===== src/pvit_pkg.sv =====
// shared constants and carrier types for the panel video input timing block
`default_nettype none
package pvit_pkg;
   // colour depth per primary
   localparam int COLOR_BITS = 10;
   localparam int PORTS = 4;
   // reference clock rate
   localparam int REF_CLK_MHZ = 125;
   // black insertion time after a mode change, in ms
   localparam int BLACK_TIME_MS = 650;
   // cycles of black insertion, an exact product with no rounding
   localparam int BLACK_CYCLES = BLACK_TIME_MS * REF_CLK_MHZ * 1000;
   // line and frame geometry
   localparam int ACTIVE_LINES = 1080;
   localparam int ACTIVE_CLKS = 480;
   // strobe-free link clocks that mark a blank line
   localparam int BLANK_LINE_CLKS = 2 * ACTIVE_CLKS;
   localparam int CNT_W = 12;
   localparam logic [11:0] CNT_ZERO = 12'h000;
   localparam logic [11:0] CNT_ONE = 12'h001;
   localparam logic [11:0] CNT_MAX = 12'hFFF;
   // one pixel per port
   typedef struct packed {
      logic [9:0] red;
      logic [9:0] green;
      logic [9:0] blue;
   } pvit_pixel_t;
   // four ports of pixels in round-robin order
   typedef struct packed {
      pvit_pixel_t [3:0] port;
   } pvit_quad_t;
   // measured timing
   typedef struct packed {
      logic [11:0] vertical_total_lines;
      logic [11:0] horizontal_total_clocks;
   } pvit_meas_t;
   // mode control states
   typedef enum logic [1:0] {MS_RUN, MS_BLACK} pvit_mode_t;
endpackage
`default_nettype wire


===== src/pvit_sync2.sv =====
// two-flop synchroniser for levels from outside the clock domain
`timescale 1ns/100ps
`default_nettype none
module pvit_sync2 #(
   parameter int W = 1
) (
   // clock and reset
   input wire logic ref_clk,
   input wire logic reset,
   // async in, synced out
   input wire logic [W-1:0] async_in,
   output logic [W-1:0] sync_out
);
   // first stage, read only by the second
   logic [W-1:0] meta_q;
   // two flops in series
   always_ff @(posedge ref_clk) begin
      if (reset) begin
         meta_q <= '0;
         sync_out <= '0;
      end else begin
         meta_q <= async_in;
         sync_out <= meta_q;
      end
   end
endmodule
`default_nettype wire


===== src/pvit_top.sv =====
// panel side video input timing: link sampling, timing measure, black insertion
`timescale 1ns/100ps
`default_nettype none
// How it works
// - enable-only; sync inputs ignored, held low
// - excess jitter can break panel operation; nothing here guards against it
// - mode change shows black, loads parameters
// - black interval longer than 650 ms
// - only select pin picks 2D or 3D
// - colours are 10-bit, higher is brighter
module pvit_top #(
   parameter int BLACK_CYC = pvit_pkg::BLACK_CYCLES
) (
   // clock and reset
   input wire logic ref_clk,
   input wire logic reset,
   // link inputs from the video source
   input wire logic link_clk,
   input wire logic pixel_valid_strobe,
   input wire logic hsync_in,
   input wire logic vsync_in,
   input wire pvit_pkg::pvit_quad_t pix_in,
   // mode select pin
   input wire logic stereo_select_pin,
   // output video toward the panel drivers
   output pvit_pkg::pvit_quad_t pix_out,
   output logic pix_out_valid,
   // status
   output logic stereo_mode,
   output logic black_active,
   output logic param_load,
   output logic sync_misuse,
   output pvit_pkg::pvit_meas_t meas
);
   // synchronised link signals
   logic clk_s, strobe_s, hs_s, vs_s, sel_s;
   pvit_pkg::pvit_quad_t pix_s;
   pvit_sync2 #(.W(5 + $bits(pvit_pkg::pvit_quad_t))) u_sync (
      .ref_clk(ref_clk),
      .reset(reset),
      .async_in({link_clk, pixel_valid_strobe, hsync_in, vsync_in, stereo_select_pin, pix_in}),
      .sync_out({clk_s, strobe_s, hs_s, vs_s, sel_s, pix_s})
   );
   // link clock edge finding
   logic clk_prev_q, strobe_prev_q;
   logic rise;
   assign rise = clk_s & ~clk_prev_q;
   // history of link clock and strobe
   always_ff @(posedge ref_clk) begin
      if (reset) begin
         clk_prev_q <= 1'b0;
         strobe_prev_q <= 1'b0;
      end else begin
         clk_prev_q <= clk_s;
         if (rise) begin
            strobe_prev_q <= strobe_s;
         end
      end
   end
   // line and frame counters, measured by strobe only
   logic [11:0] hcnt_q, vcnt_q, blank_q;
   logic frame_start;
   assign frame_start = rise & strobe_s & ~strobe_prev_q & (blank_q > pvit_pkg::CNT_ONE) &
                        (vcnt_q >= 12'(pvit_pkg::ACTIVE_LINES));
   // counting clocks per line, lines per frame
   always_ff @(posedge ref_clk) begin
      if (reset) begin
         hcnt_q <= pvit_pkg::CNT_ZERO;
         vcnt_q <= pvit_pkg::CNT_ZERO;
         blank_q <= pvit_pkg::CNT_ZERO;
         meas <= '0;
      end else if (rise) begin
         if (strobe_s & ~strobe_prev_q) begin
            // line start: latch previous line length
            meas.horizontal_total_clocks <= hcnt_q;
            hcnt_q <= pvit_pkg::CNT_ONE;
            blank_q <= pvit_pkg::CNT_ZERO;
            if (frame_start) begin
               meas.vertical_total_lines <= vcnt_q;
               vcnt_q <= pvit_pkg::CNT_ONE;
            end else if (vcnt_q != pvit_pkg::CNT_MAX) begin
               vcnt_q <= vcnt_q + pvit_pkg::CNT_ONE;
            end
         end else begin
            if (hcnt_q != pvit_pkg::CNT_MAX) begin
               hcnt_q <= hcnt_q + pvit_pkg::CNT_ONE;
            end
            // long blank marks vertical blanking
            if (~strobe_s && hcnt_q > 12'(pvit_pkg::BLANK_LINE_CLKS) &&
                blank_q != pvit_pkg::CNT_MAX) begin
               blank_q <= blank_q + pvit_pkg::CNT_ONE;
               hcnt_q <= pvit_pkg::CNT_ZERO;
            end
         end
      end
   end
   // sync pins must sit low; flag misuse but never act on it
   always_ff @(posedge ref_clk) begin
      if (reset) begin
         sync_misuse <= 1'b0;
      end else begin
         sync_misuse <= hs_s | vs_s;
      end
   end
   // mode control and black insertion
   pvit_pkg::pvit_mode_t state_q;
   logic [31:0] black_cnt_q;
   // select pin alone chooses the mode
   always_ff @(posedge ref_clk) begin
      if (reset) begin
         state_q <= pvit_pkg::MS_RUN;
         stereo_mode <= 1'b0;
         black_cnt_q <= '0;
         black_active <= 1'b0;
         param_load <= 1'b0;
      end else begin
         param_load <= 1'b0;
         case (state_q)
            pvit_pkg::MS_RUN: begin
               if (sel_s != stereo_mode) begin
                  stereo_mode <= sel_s;
                  state_q <= pvit_pkg::MS_BLACK;
                  black_cnt_q <= '0;
                  black_active <= 1'b1;
                  param_load <= 1'b1;
               end
            end
            pvit_pkg::MS_BLACK: begin
               // another change restarts the black interval
               if (sel_s != stereo_mode) begin
                  stereo_mode <= sel_s;
                  black_cnt_q <= '0;
                  param_load <= 1'b1;
               end else if (black_cnt_q >= 32'(BLACK_CYC)) begin
                  state_q <= pvit_pkg::MS_RUN;
                  black_active <= 1'b0;
               end else begin
                  black_cnt_q <= black_cnt_q + 32'h0000_0001;
               end
            end
            default: begin
               state_q <= pvit_pkg::MS_RUN;
            end
         endcase
      end
   end
   // pixel output: four ports passed in order, black while inserting
   always_ff @(posedge ref_clk) begin
      if (reset) begin
         pix_out <= '0;
         pix_out_valid <= 1'b0;
      end else begin
         pix_out_valid <= rise & strobe_s;
         if (rise) begin
            pix_out <= black_active ? '0 : pix_s;
         end
      end
   end
endmodule
`default_nettype wire


===== config.mk =====
export PLATFORM = sky130hd
export DESIGN_NAME = pvit_top
export DESIGN_NICKNAME = d
export VERILOG_FILES = /design/src/pvit_pkg.sv /design/src/pvit_sync2.sv /design/src/pvit_top.sv
export SDC_FILE = /design/constraint.sdc
export NUM_CORES = 1
export LEC_CHECK = 0
export ABC_CLOCK_PERIOD_IN_PS = 2600
export BUFFER_PORTS_ARGS = -buffer_cell sky130_fd_sc_hd__clkbuf_2
export CORE_ASPECT_RATIO = 1.4
export CORE_MARGIN = 5
export CORE_UTILIZATION = 37
export CTS_CLUSTER_DIAMETER = 30
export DETAILED_ROUTE_END_ITERATION = 12
export HOLD_SLACK_MARGIN = 0.03
export SETUP_SLACK_MARGIN = 0.3
export SLEW_MARGIN = 10
export SYNTH_ARGS = -nofsm -noshare
export SYNTH_HDL_FRONTEND = slang
export SYNTH_SLANG_ARGS = --single-unit

===== constraint.sdc =====
create_clock -name ref_clk -period 2.6 [get_ports ref_clk]
set_input_delay 0.39 -clock ref_clk [delete_from_list [all_inputs] [get_ports ref_clk]]
set_output_delay 0.39 -clock ref_clk [all_outputs]
set_load 0.02 [all_outputs]

==> results of run 1 <==
==> timing repair <==
action                                 CTS  global route
gates resized for setup                  0             8
hold buffers                            94             0
setup endpoints to repair                0            13
endpoints found under the hold margin   94             0
==> flip-flops by register name, indices dropped and copies added, names as in the netlist, 12 cells and up <==
name / cells
black_cnt_q: 32
blank_q: 12
hcnt_q: 12
meas: 24
pix_out: 120
u_sync.meta_q: 125
u_sync.sync_out: 125
vcnt_q: 12
==> cell usage after synthesis (5+ instances only) <==
library cell / count / area (um^2)
dfxtp_1: 469 / 9390
nor2b_1: 254 / 1590
nand2_1: 194 / 728
a21oi_1: 173 / 866
nand3b_1: 125 / 938
clkbuf_1: 97 / 364
nor2_1: 49 / 184
nand3_1: 31 / 155
o21ai_0: 25 / 125
or3_1: 18 / 113
a31oi_1: 14 / 87.6
nand4_1: 13 / 81.3
nor3_1: 13 / 65.1
or4_1: 13 / 97.6
mux2i_1: 12 / 120
inv_1: 11 / 41.3
xor2_1: 11 / 96.3
and2_1: 10 / 62.6
and3_1: 9 / 56.3
ha_1: 9 / 113
o31ai_1: 9 / 67.6
a211oi_1: 7 / 52.6
nor4_1: 7 / 43.8
and4_1: 6 / 52.6
buf_1: 6 / 22.5
nand2b_1: 5 / 31.3
==> report_power, final <==
part	switching, W	total [W]	internal (W)	leakage, nW
Combinational	0.000432	0.000821	0.000390	3.29
Sequential	0.0000640	0.00747	0.00740	3.84
Clock	0.00359	0.00975	0.00616	1.21
Total	0.00409	0.0180	0.0140	8.33
==> kinds of logic (layout without fill, tap and decap cells) <==
| logic type | count (synthesis) | in the layout | share of synthesized area (%) |
|---|---|---|---|
| AO/OA/AOI/OAI | 241 | 241 | 8.25 |
| XOR/XNOR | 15 | 15 | 0.830 |
| adder cells (fa/ha/maj) | 9 | 9 | 0.711 |
| buffers and inverters | 119 | 536 | 2.90 |
| flip-flops | 469 | 469 | 59.3 |
| multiplexers | 12 | 12 | 0.759 |
| other | 0 | 1 | 0 |
| AND/OR/NAND/NOR | 759 | 759 | 27.2 |
==> through the flow <==
| step | instance area, um^2 | setup WS, ns | hold WS (ns) | std cells | util, % |
|---|---|---|---|---|---|
| after CTS | 21200 | 0.339 | 0.0304 | 2587 | 50.2 |
| after detailed placement | 17700 | 0.368 | 0.421 | 2360 | 41.9 |
| final | 21200 | 0.413 | 0.0597 | 2588 | 50.3 |
| after global routing | 21200 | 0.265 | 0.0466 | 2588 | 50.3 |
| after global placement | 17700 | 0.412 | 0.416 | 2360 | 41.9 |
| after floorplan | 15800 | 0.585 | 0.411 | 1624 | - |
==> area by class of cell <==
| cell class | count | area share [%] |
|---|---|---|
| antenna | 1 | 0.0118 |
| clock buffer | 85 | 9.25 |
| clock inverter | 48 | 2.72 |
| inverter | 11 | 0.195 |
| multi-input combinational | 1036 | 28.4 |
| sequential | 469 | 44.3 |
| tap | 546 | 3.22 |
| timing repair buffer | 392 | 11.9 |
==> routing by layer <==
layer	part of all wire, %	track usage, %	up-vias
met5	0.033	0	-
met4	2.7	6.42	2
met3	5.2	3.61	68
met2	53	29.9	280
met1	39	18.1	5793
li1	-	-	6185
==> critical path, cell delays in order, from the launching register on <==
cell,delay (ns)
dfxtp_1,0.35
and3_4,0.19
or4_4,0.43
o21ai_4,0.18
a211oi_2,0.11
buf_6,0.18
or4_1,0.50
a21oi_1,0.15
==> worst max path at each step <==
stage / start / end / slack [ns] / cells after the start
global route: black_cnt_q[28] / black_cnt_q[7] / 0.27 / 7
floorplan: black_cnt_q[9] / black_cnt_q[18] / 0.59 / 7
CTS: black_cnt_q[28] / black_cnt_q[18] / 0.34 / 7
global placement: black_cnt_q[9] / black_cnt_q[20] / 0.41 / 7
finish: black_cnt_q[9] / black_cnt_q[18] / 0.41 / 7
detailed placement: black_cnt_q[28] / black_cnt_q[20] / 0.37 / 7
==> run metrics, run 1 <==
status finished, final reports clean; worst min-delay path class in2reg; asr flop ratio synth 0%; most frequent cells in the layout dfxtp_1 (468), clkbuf_2 (274), nor2b_1 (253); clock root buffer clkbuf_16; startpoint types register; chip width 185 um; Tot Pwr 0.0180 W; row cnt 89; final setup fails 0; TritonCTS clock tree built; PD cells 850 mW/mm^2; first-pass GRT wire length 63000 um; EDFF count, synth 0; Clock Pin Slew Worst Setup and Hold Paths 0.05 ns; area delta synth->final 34.1%; VDD IR max 0.763 mV; Syn Area/Cell 9.75 um^2; largest net degree at the start of global routing 170; Final Hold Viols 0; Syn Nets 1760; Chip Height 255 um; via count 12300; Max-Cap Viols 0; Buffers on Ports 275; Detail Route Antenna Nets 0; gr usage total 16.3%; fin crit share 84.1%; slew margin rel. 34.3%; Core ar. 0.0422 mm^2; Reg-to-Reg End black_cnt_q[18]; Seq/Total Area, Yosys 59.3%; Max FO, Critical Path 20; slew at the pin with the worst max-slew slack 0.986 ns; Tmin final 2.19 ns; Synth cell types 49; Wirelength per Cell 15.1 um; Hold Path Depth 2; sequential cell area 0.00939 mm^2; R2R setup slack 0.41 ns; CP Class reg2reg; Post-route DRC 0; RSZ-0062 raised after global routing no; required time worst endpoint 3.08 ns; Ports 276; Clock Sinks 469; Syn Inst Count 1624; GRT overflow 0; CTS Buf Count 74; Final HPWL DP 24700 um; CTS Buffer Depth 3; arrival time of the worst setup path 2.67 ns; starting density of the core 37.5%; First-pass DRT Iterations 5; Top FF cell, synth dfxtp_1; synth warn 0; Detailed Route WL 39000 um; max-slew violations 0; Worst Reg-to-Reg Cells 7; GPL Wtd Cong 0.816; Worst Hold End u_sync.meta_q[20]; Reg-to-Reg Start black_cnt_q[9]; initial antenna violation count 2; synthesized flop and latch total 469; Syn Std Cell Area 0.0158 mm^2; share of cells above drive strength 1 21.7%; nets 2120; hold_sp pix_in[20]; fmax 457 MHz; multi-input logic area 0.00603 mm^2; leakage 8.33 nW; htree depth 3; Critical Path End Type register; most common cell after layout, fill and taps aside dfxtp_1; fill count 3864; Die ar. 0.0471 mm^2; Starting DRT DRC Count 459; postcts setup bufs 0; vias in the first global route 12400; Post-Route Setup TNS 0 ns; Worst-Skew Late Latency 0.57 ns; Vias/cell 4.76; Setup Skew 0.0145 ns
Note: power is estimated with default switching activity, not from simulation.
==> inputs of run 2 (changes only) <==
Settings changed: ABC_CLOCK_PERIOD_IN_PS 2600 to 1950.
Clock period 2.6 ns to 1.95 ns, I/O delays scaled along.
==> run 2 against run 1 <==
The run now ends with setup timing left; total power up 43%; combinational power grew 80%; clock skew up 0.011 ns; sequential share of layout area down 4.3 points; non-clock buffer count increased by 134; sequential power grew 33%; utilization rose by 5.8 points; wire length up 13%; via count increased by 7.4%; die area unchanged; largest power group unchanged; highest routed layer is now met4.
==> run metrics, run 2 (synthesis results as in run 1) <==
fill count 3582 (-7.3%); slowest CP cell dfxtp_2; GPL Wtd Cong 0.805 (-1.4%); chip width 185 um (unchanged); Buffers on Ports 275 (unchanged); CTS Buf Count 77 (+4.1%); Vias/cell 4.84 (+1.7%); crit path from black_cnt_q[28]; First-pass DRT Iterations 8 (+3); Chip Height 255 um (unchanged); Final Hold Viols 0 (unchanged); CP Class reg2reg; arrival time of the worst setup path 2.62 ns (-0.05 ns); largest net degree at the start of global routing 103 (-39%); required time worst endpoint 2.43 ns (-0.65 ns); Starting DRT DRC Count 564 (+23%); Max FO, Critical Path 8 (-60%); CP Depth 9 (+2); first-pass GRT wire length 69200 um (+9.8%); crit-path cells nor4_4 > buf_4 > and4bb_2 > o21ai_4 > a211oi_4 > buf_6 > buf_16 > nor2_4 > o221a_2; area delta synth->final 49.4%; Max-Cap Viols 0 (unchanged); GRT overflow 0 (unchanged); vias in the first global route 13300 (+7.2%); Post-Route Setup TNS -2.97 ns (-2.97 ns); Ports 276 (unchanged); Critical Path Sink black_cnt_q[13]; final setup fails 29 (+29); final setup margin -0.187 ns (-0.600 ns); via count 13200 (+7.4%); Post-route DRC 0 (unchanged); Worst-Skew Late Latency 0.60 ns (+0.03 ns); Die ar. 0.0471 mm^2 (unchanged); Final HPWL DP 25700 um (+4.3%); CTS Buffer Depth 3 (unchanged); starting density of the core 37.5% (unchanged); Setup Skew 0.0254 ns (+0.0109 ns); max-slew violations 0 (unchanged); VDD IR max 0.793 mV (+3.9%); multi-input logic area 0.00661 mm^2 (+9.6%); slew margin rel. 66.3% (+32 points); Crit path max-delay family compound AO/OA/AOI/OAI gates; Detail Route Antenna Nets 0 (unchanged); fin crit share 110% (+25 points); row cnt 89 (unchanged); Reg-to-Reg Start black_cnt_q[28]; Tmin final 2.14 ns (-0.0501 ns); slew at the pin with the worst max-slew slack 0.500 ns (-0.486 ns); htree depth 3 (unchanged); most common cell after layout, fill and taps aside dfxtp_1; failing checks setup timing; RSZ-0062 raised after global routing yes; sequential cell area 0.00944 mm^2 (+0.55%); worst min-delay path class reg2reg; PD cells 1090 mW/mm^2 (+28%); Critical Path End Type register; Hold Slack 0.425 ns (+0.365 ns); Worst Reg-to-Reg Cells 9 (+2); Wirelength per Cell 16.2 um (+7.4%); initial antenna violation count 1 (-1); status finished, violations left; Detailed Route WL 44200 um (+13%); clock root buffer clkbuf_16; Clock Sinks 469 (unchanged); Reg-to-Reg End black_cnt_q[13]; startpoint types register; Regs by FF count u_sync.meta_q (125), u_sync.sync_out (125), pix_out (120); most frequent cells in the layout dfxtp_1 (445), clkbuf_2 (273), nor2b_1 (252); Bufs and invs on worst path 3 (+2); Critical Path Max Stage Delay 0.33 ns (-0.17 ns); gr usage total 18.2% (+1.9 points); fmax 468 MHz (+2.3%); TritonCTS clock tree built; Clock Pin Slew Worst Setup and Hold Paths 0.06 ns (about the same); share of cells above drive strength 1 30.4% (+8.8 points); leakage 9.42 nW (+13%); R2R setup slack -0.19 ns (-0.60 ns); nets 2258 (+6.5%); Core ar. 0.0422 mm^2 (unchanged)
run 2: cell count changes in the layout (fill, tap and decap cells not counted), moves of 9 or more:
cell	delta
buf_4	+54
dlygate4sd3_1	+34
a21oi_1	-11
buf_6	+27
dfxtp_1	-23
o21ai_0	-14
buf_12	+10
dfxtp_2	+14
o21ai_2	+11
dfxtp_4	+9
run 2: how the worst min path moves through the flow:
stage	start	depth (start not counted)	endpoint	slack, ns
CTS	pix_in[69]	3	u_sync.meta_q[69]	0.41
global route	pix_in[88]	3	u_sync.meta_q[88]	0.42
floorplan	u_sync.sync_out[122]	2	sync_misuse	0.41
detailed placement	u_sync.meta_q[15]	1	u_sync.sync_out[15]	0.42
global placement	u_sync.meta_q[69]	1	u_sync.sync_out[69]	0.42
finish	u_sync.meta_q[1]	1	u_sync.sync_out[1]	0.42
run 2: area by class of cell:
class                           count  area share [%]
Sequential cell                   469            39.9
Tap cell                          546            2.89
Multi-Input combinational cell   1037            27.9
Inverter                           11           0.196
Antenna cell                        1          0.0106
Timing Repair Buffer              526            17.1
Clock inverter                     59            3.48
Clock buffer                       84            8.47
run 2: report_power, final:
part	switching (W)	internal [W]
logic	0.000704	0.000774
clock network	0.00527	0.00907
registers	0.0000847	0.00986
total	0.00606	0.0197
run 2: worst register-to-register path, stage by stage, from the launching register on:
cell and delay, ns:
dfxtp_2 0.33, nor4_4 0.31, buf_4 0.16, and4bb_2 0.25
o21ai_4 0.08, a211oi_4 0.30, buf_6 0.18, buf_16 0.13
nor2_4 0.04, o221a_2 0.25
run 2: routing by layer:
| layer | GRT usage, % | wire (um) | vias up |
|---|---|---|---|
| met5 | 0 | 0 | - |
| met4 | 9.90 | 2070 | 0 |
| met3 | 3.30 | 2020 | 134 |
| met2 | 31.7 | 22400 | 361 |
| met1 | 21.0 | 17700 | 6264 |
| li1 | - | - | 6477 |
run 2: timing repair:
action                                  4_1_cts  5_1_grt
setup buffers                                29       17
hold buffers                                128        0
gates cloned                                  7        1
hold endpoints to repair                    151        0
pin swaps                                    38       35
endpoints found under the setup margin       79       96
resized for setup                            96       75
run 2: per-stage QoR:
step / worst slack [ns] / total power, W / utilization [%] / std cells / cell area (um^2)
3_5_place_dp: -0.170 / 0.0112 / 43.4 / 2407 / 18300
3_3_place_gp: -0.0768 / 0.0112 / 43.4 / 2407 / 18300
5_1_grt: -0.327 / 0.0266 / 56.0 / 2733 / 23700
6_report: -0.187 / 0.0258 / 56.0 / 2733 / 23700
4_1_cts: -0.145 / 0.0260 / 55.0 / 2714 / 23200
2_1_floorplan: -0.00614 / 0.0108 / - / 1624 / 16000
==> inputs of run 3 (changes only) <==
Settings changed: ABC_CLOCK_PERIOD_IN_PS 1950 to 2320.
Clock period 1.95 ns to 2.32 ns, I/O delays scaled along.
==> run 3 against run 2 <==
The flow now finishes without violations; first-iteration DRC count down 12%; combinational power down 27%; final cell count decreased by 2.6%; non-clock buffer count shrank 66; maximum frequency increased by 0.52%; cell area is 5.8% lower; critical path type unchanged; highest routed layer is now met5.
==> run metrics, run 3 (synthesis results as in run 1) <==
status finished, final reports clean; most frequent cells in the layout dfxtp_1 (454), clkbuf_2 (274), nor2b_1 (252); chip width 185 um (unchanged); Final HPWL DP 25100 um (-2.4%); Wirelength per Cell 15.4 um (-4.8%); arrival time of the worst setup path 2.62 ns (about the same); R2R setup slack 0.19 ns (+0.38 ns); Max FO, Critical Path 5 (-3); Chip Height 255 um (unchanged); Reg-to-Reg Start black_cnt_q[29]; Placed Cells 2370 (-1.5%); GRT overflow 0 (unchanged); most common cell after layout, fill and taps aside dfxtp_1; RSZ-0062 raised after global routing yes; gr usage total 16.8% (-1.4 points); crit-path cells nor4_4 > nand4b_1 > buf_4 > a31oi_4 > a211oi_4 > buf_6 > or4_1 > a21oi_1; share of cells above drive strength 1 25.4% (-5.0 points); slew margin rel. 49.9% (-16 points); Critical Path End Type register; CTS Buf Count 76 (-1.3%); Max-Cap Viols 0 (unchanged); starting density of the core 37.5% (unchanged); Starting DRT DRC Count 498 (-12%); nets 2190 (-3.0%); fill count 3717 (+3.8%); slew at the pin with the worst max-slew slack 0.752 ns (+0.252 ns); Hold Path Depth 2 (+1); required time worst endpoint 2.82 ns (+0.39 ns); crit path from black_cnt_q[29]; Clock Sinks 469 (unchanged); Hold Slack 0.134 ns (-0.291 ns); Critical Path Max Stage Delay 0.46 ns (+0.13 ns); Crit path max-delay family simple AND/OR/NAND/NOR gates; slowest CP cell or4_1; clock root buffer clkbuf_16; final non-filler cell total 2661 (-2.6%); Detailed Route WL 41000 um (-7.3%); Regs by FF count u_sync.meta_q (125), u_sync.sync_out (125), pix_out (120); Post-Route Setup TNS 0 ns (+2.97 ns); First-pass DRT Iterations 5 (-3); Clock Pin Slew Worst Setup and Hold Paths 0.06 ns (about the same); leakage 8.80 nW (-6.7%); VDD IR max 0.574 mV (-28%); Reg-to-Reg End black_cnt_q[7]; via count 12800 (-3.4%); Die ar. 0.0471 mm^2 (unchanged); Ports 276 (unchanged); largest net degree at the start of global routing 83 (-19%); Tot Pwr 0.0206 W (-20%); ant diodes 0 (-1); sequential cell area 0.00942 mm^2 (-0.25%); area delta synth->final 40.8%; max-slew violations 0 (unchanged); Detail Route Antenna Nets 0 (unchanged); startpoint types register; Critical Path Sink black_cnt_q[7]; final setup fails 0 (-100%); Final Instance Area 0.0223 mm^2 (-5.8%); Worst-Skew Late Latency 0.58 ns (-0.02 ns); row cnt 89 (unchanged); fmax 470 MHz (+0.52%); fin crit share 91.6% (-18 points); Vias/cell 4.80 (-0.83%); TritonCTS clock tree built; PD cells 923 mW/mm^2 (-15%); initial antenna violation count 1 (unchanged); Setup Skew 0.0191 ns (-0.00638 ns); Worst Reg-to-Reg Cells 8 (-1); htree depth 3 (unchanged); worst min-delay path class in2reg; Buffers on Ports 275 (unchanged); GPL Wtd Cong 0.811 (+0.75%); Core ar. 0.0422 mm^2 (unchanged); Post-route DRC 0 (unchanged); CP Depth 8 (-1); Bufs and invs on worst path 2 (-1); Tmin final 2.13 ns (-0.0111 ns); Final Hold Viols 0 (unchanged); CTS Buffer Depth 3 (unchanged); area post-placement 0.0178 mm^2 (-2.6%); multi-input logic area 0.00632 mm^2 (-4.4%); first-pass GRT wire length 64400 um (-6.8%); vias in the first global route 12800 (-3.1%); CP Class reg2reg
==> run 3: changes by cell type in the layout (fill, tap and decap cells not counted), moves of 7 or more <==
cell      previous run  this run
buf_6               29         7
buf_4               73        42
nand2_1            187       194
clkbuf_1             2         9
nand3_1             23        30
dfxtp_1            445       454
o21ai_0             10        23
o21ai_2             11         2
==> run 3: metrics by stage <==
step / utilization, % / setup slack [ns]
finish: 52.8 / 0.194
global route: 52.8 / 0.0979
CTS: 51.8 / 0.237
detailed placement: 42.3 / 0.127
global placement: 42.3 / 0.158
floorplan: - / 0.305
==> run 3: worst min path at each step <==
| stage | start | to | slack [ns] |
|---|---|---|---|
| after global placement | u_sync.meta_q[5] | u_sync.sync_out[5] | 0.42 |
| after CTS | reset | meas[12] | 0.1 |
| final | reset | meas[13] | 0.13 |
| after detailed placement | u_sync.meta_q[49] | u_sync.sync_out[49] | 0.42 |
| after floorplan | u_sync.sync_out[122] | sync_misuse | 0.41 |
| after global routing | reset | meas[15] | 0.13 |
==> run 3: per-layer routing <==
| layer | track usage (%) | up-vias | part of all wire [%] |
|---|---|---|---|
| met5 | 0 | - | 0.032 |
| met4 | 9.44 | 2 | 4.1 |
| met3 | 3.31 | 108 | 4.7 |
| met2 | 30.0 | 357 | 52 |
| met1 | 18.5 | 5981 | 39 |
| li1 | - | 6332 | - |
==> run 3: power by group <==
group	switching [W]	leakage [nW]	internal, W
Combinational	0.000531	3.69	0.000545
Sequential	0.0000696	3.84	0.00829
Clock	0.00418	1.26	0.00695
Total	0.00478	8.80	0.0158
==> run 3: cell type report <==
| type | count | area share [%] |
|---|---|---|
| flip-flops and latches | 469 | 42.3 |
| clock buffers | 91 | 9.16 |
| well taps | 546 | 3.07 |
| repair buffers | 460 | 14.5 |
| multi-input cells | 1036 | 28.4 |
| clock inverters | 48 | 2.48 |
| inverters | 11 | 0.185 |
==> run 3: worst register-to-register path, delay by kind of cell (launching register included) <==
kind,cells,cell delay [ns]
DFF,1,0.33
buffers and inverters,2,0.36
AOI/OAI and AO/OA,3,0.40
and+or+nand+nor,3,0.96
==> run 3: repair_timing <==
action                     in CTS  in global routing
gates cloned                    2                  1
setup endpoints to repair      26                 65
pin swaps                      24                 28
hold buffers                  125                  0
hold endpoints to repair      125                  0
resized for setup              21                 73
buffers inserted               10                 14
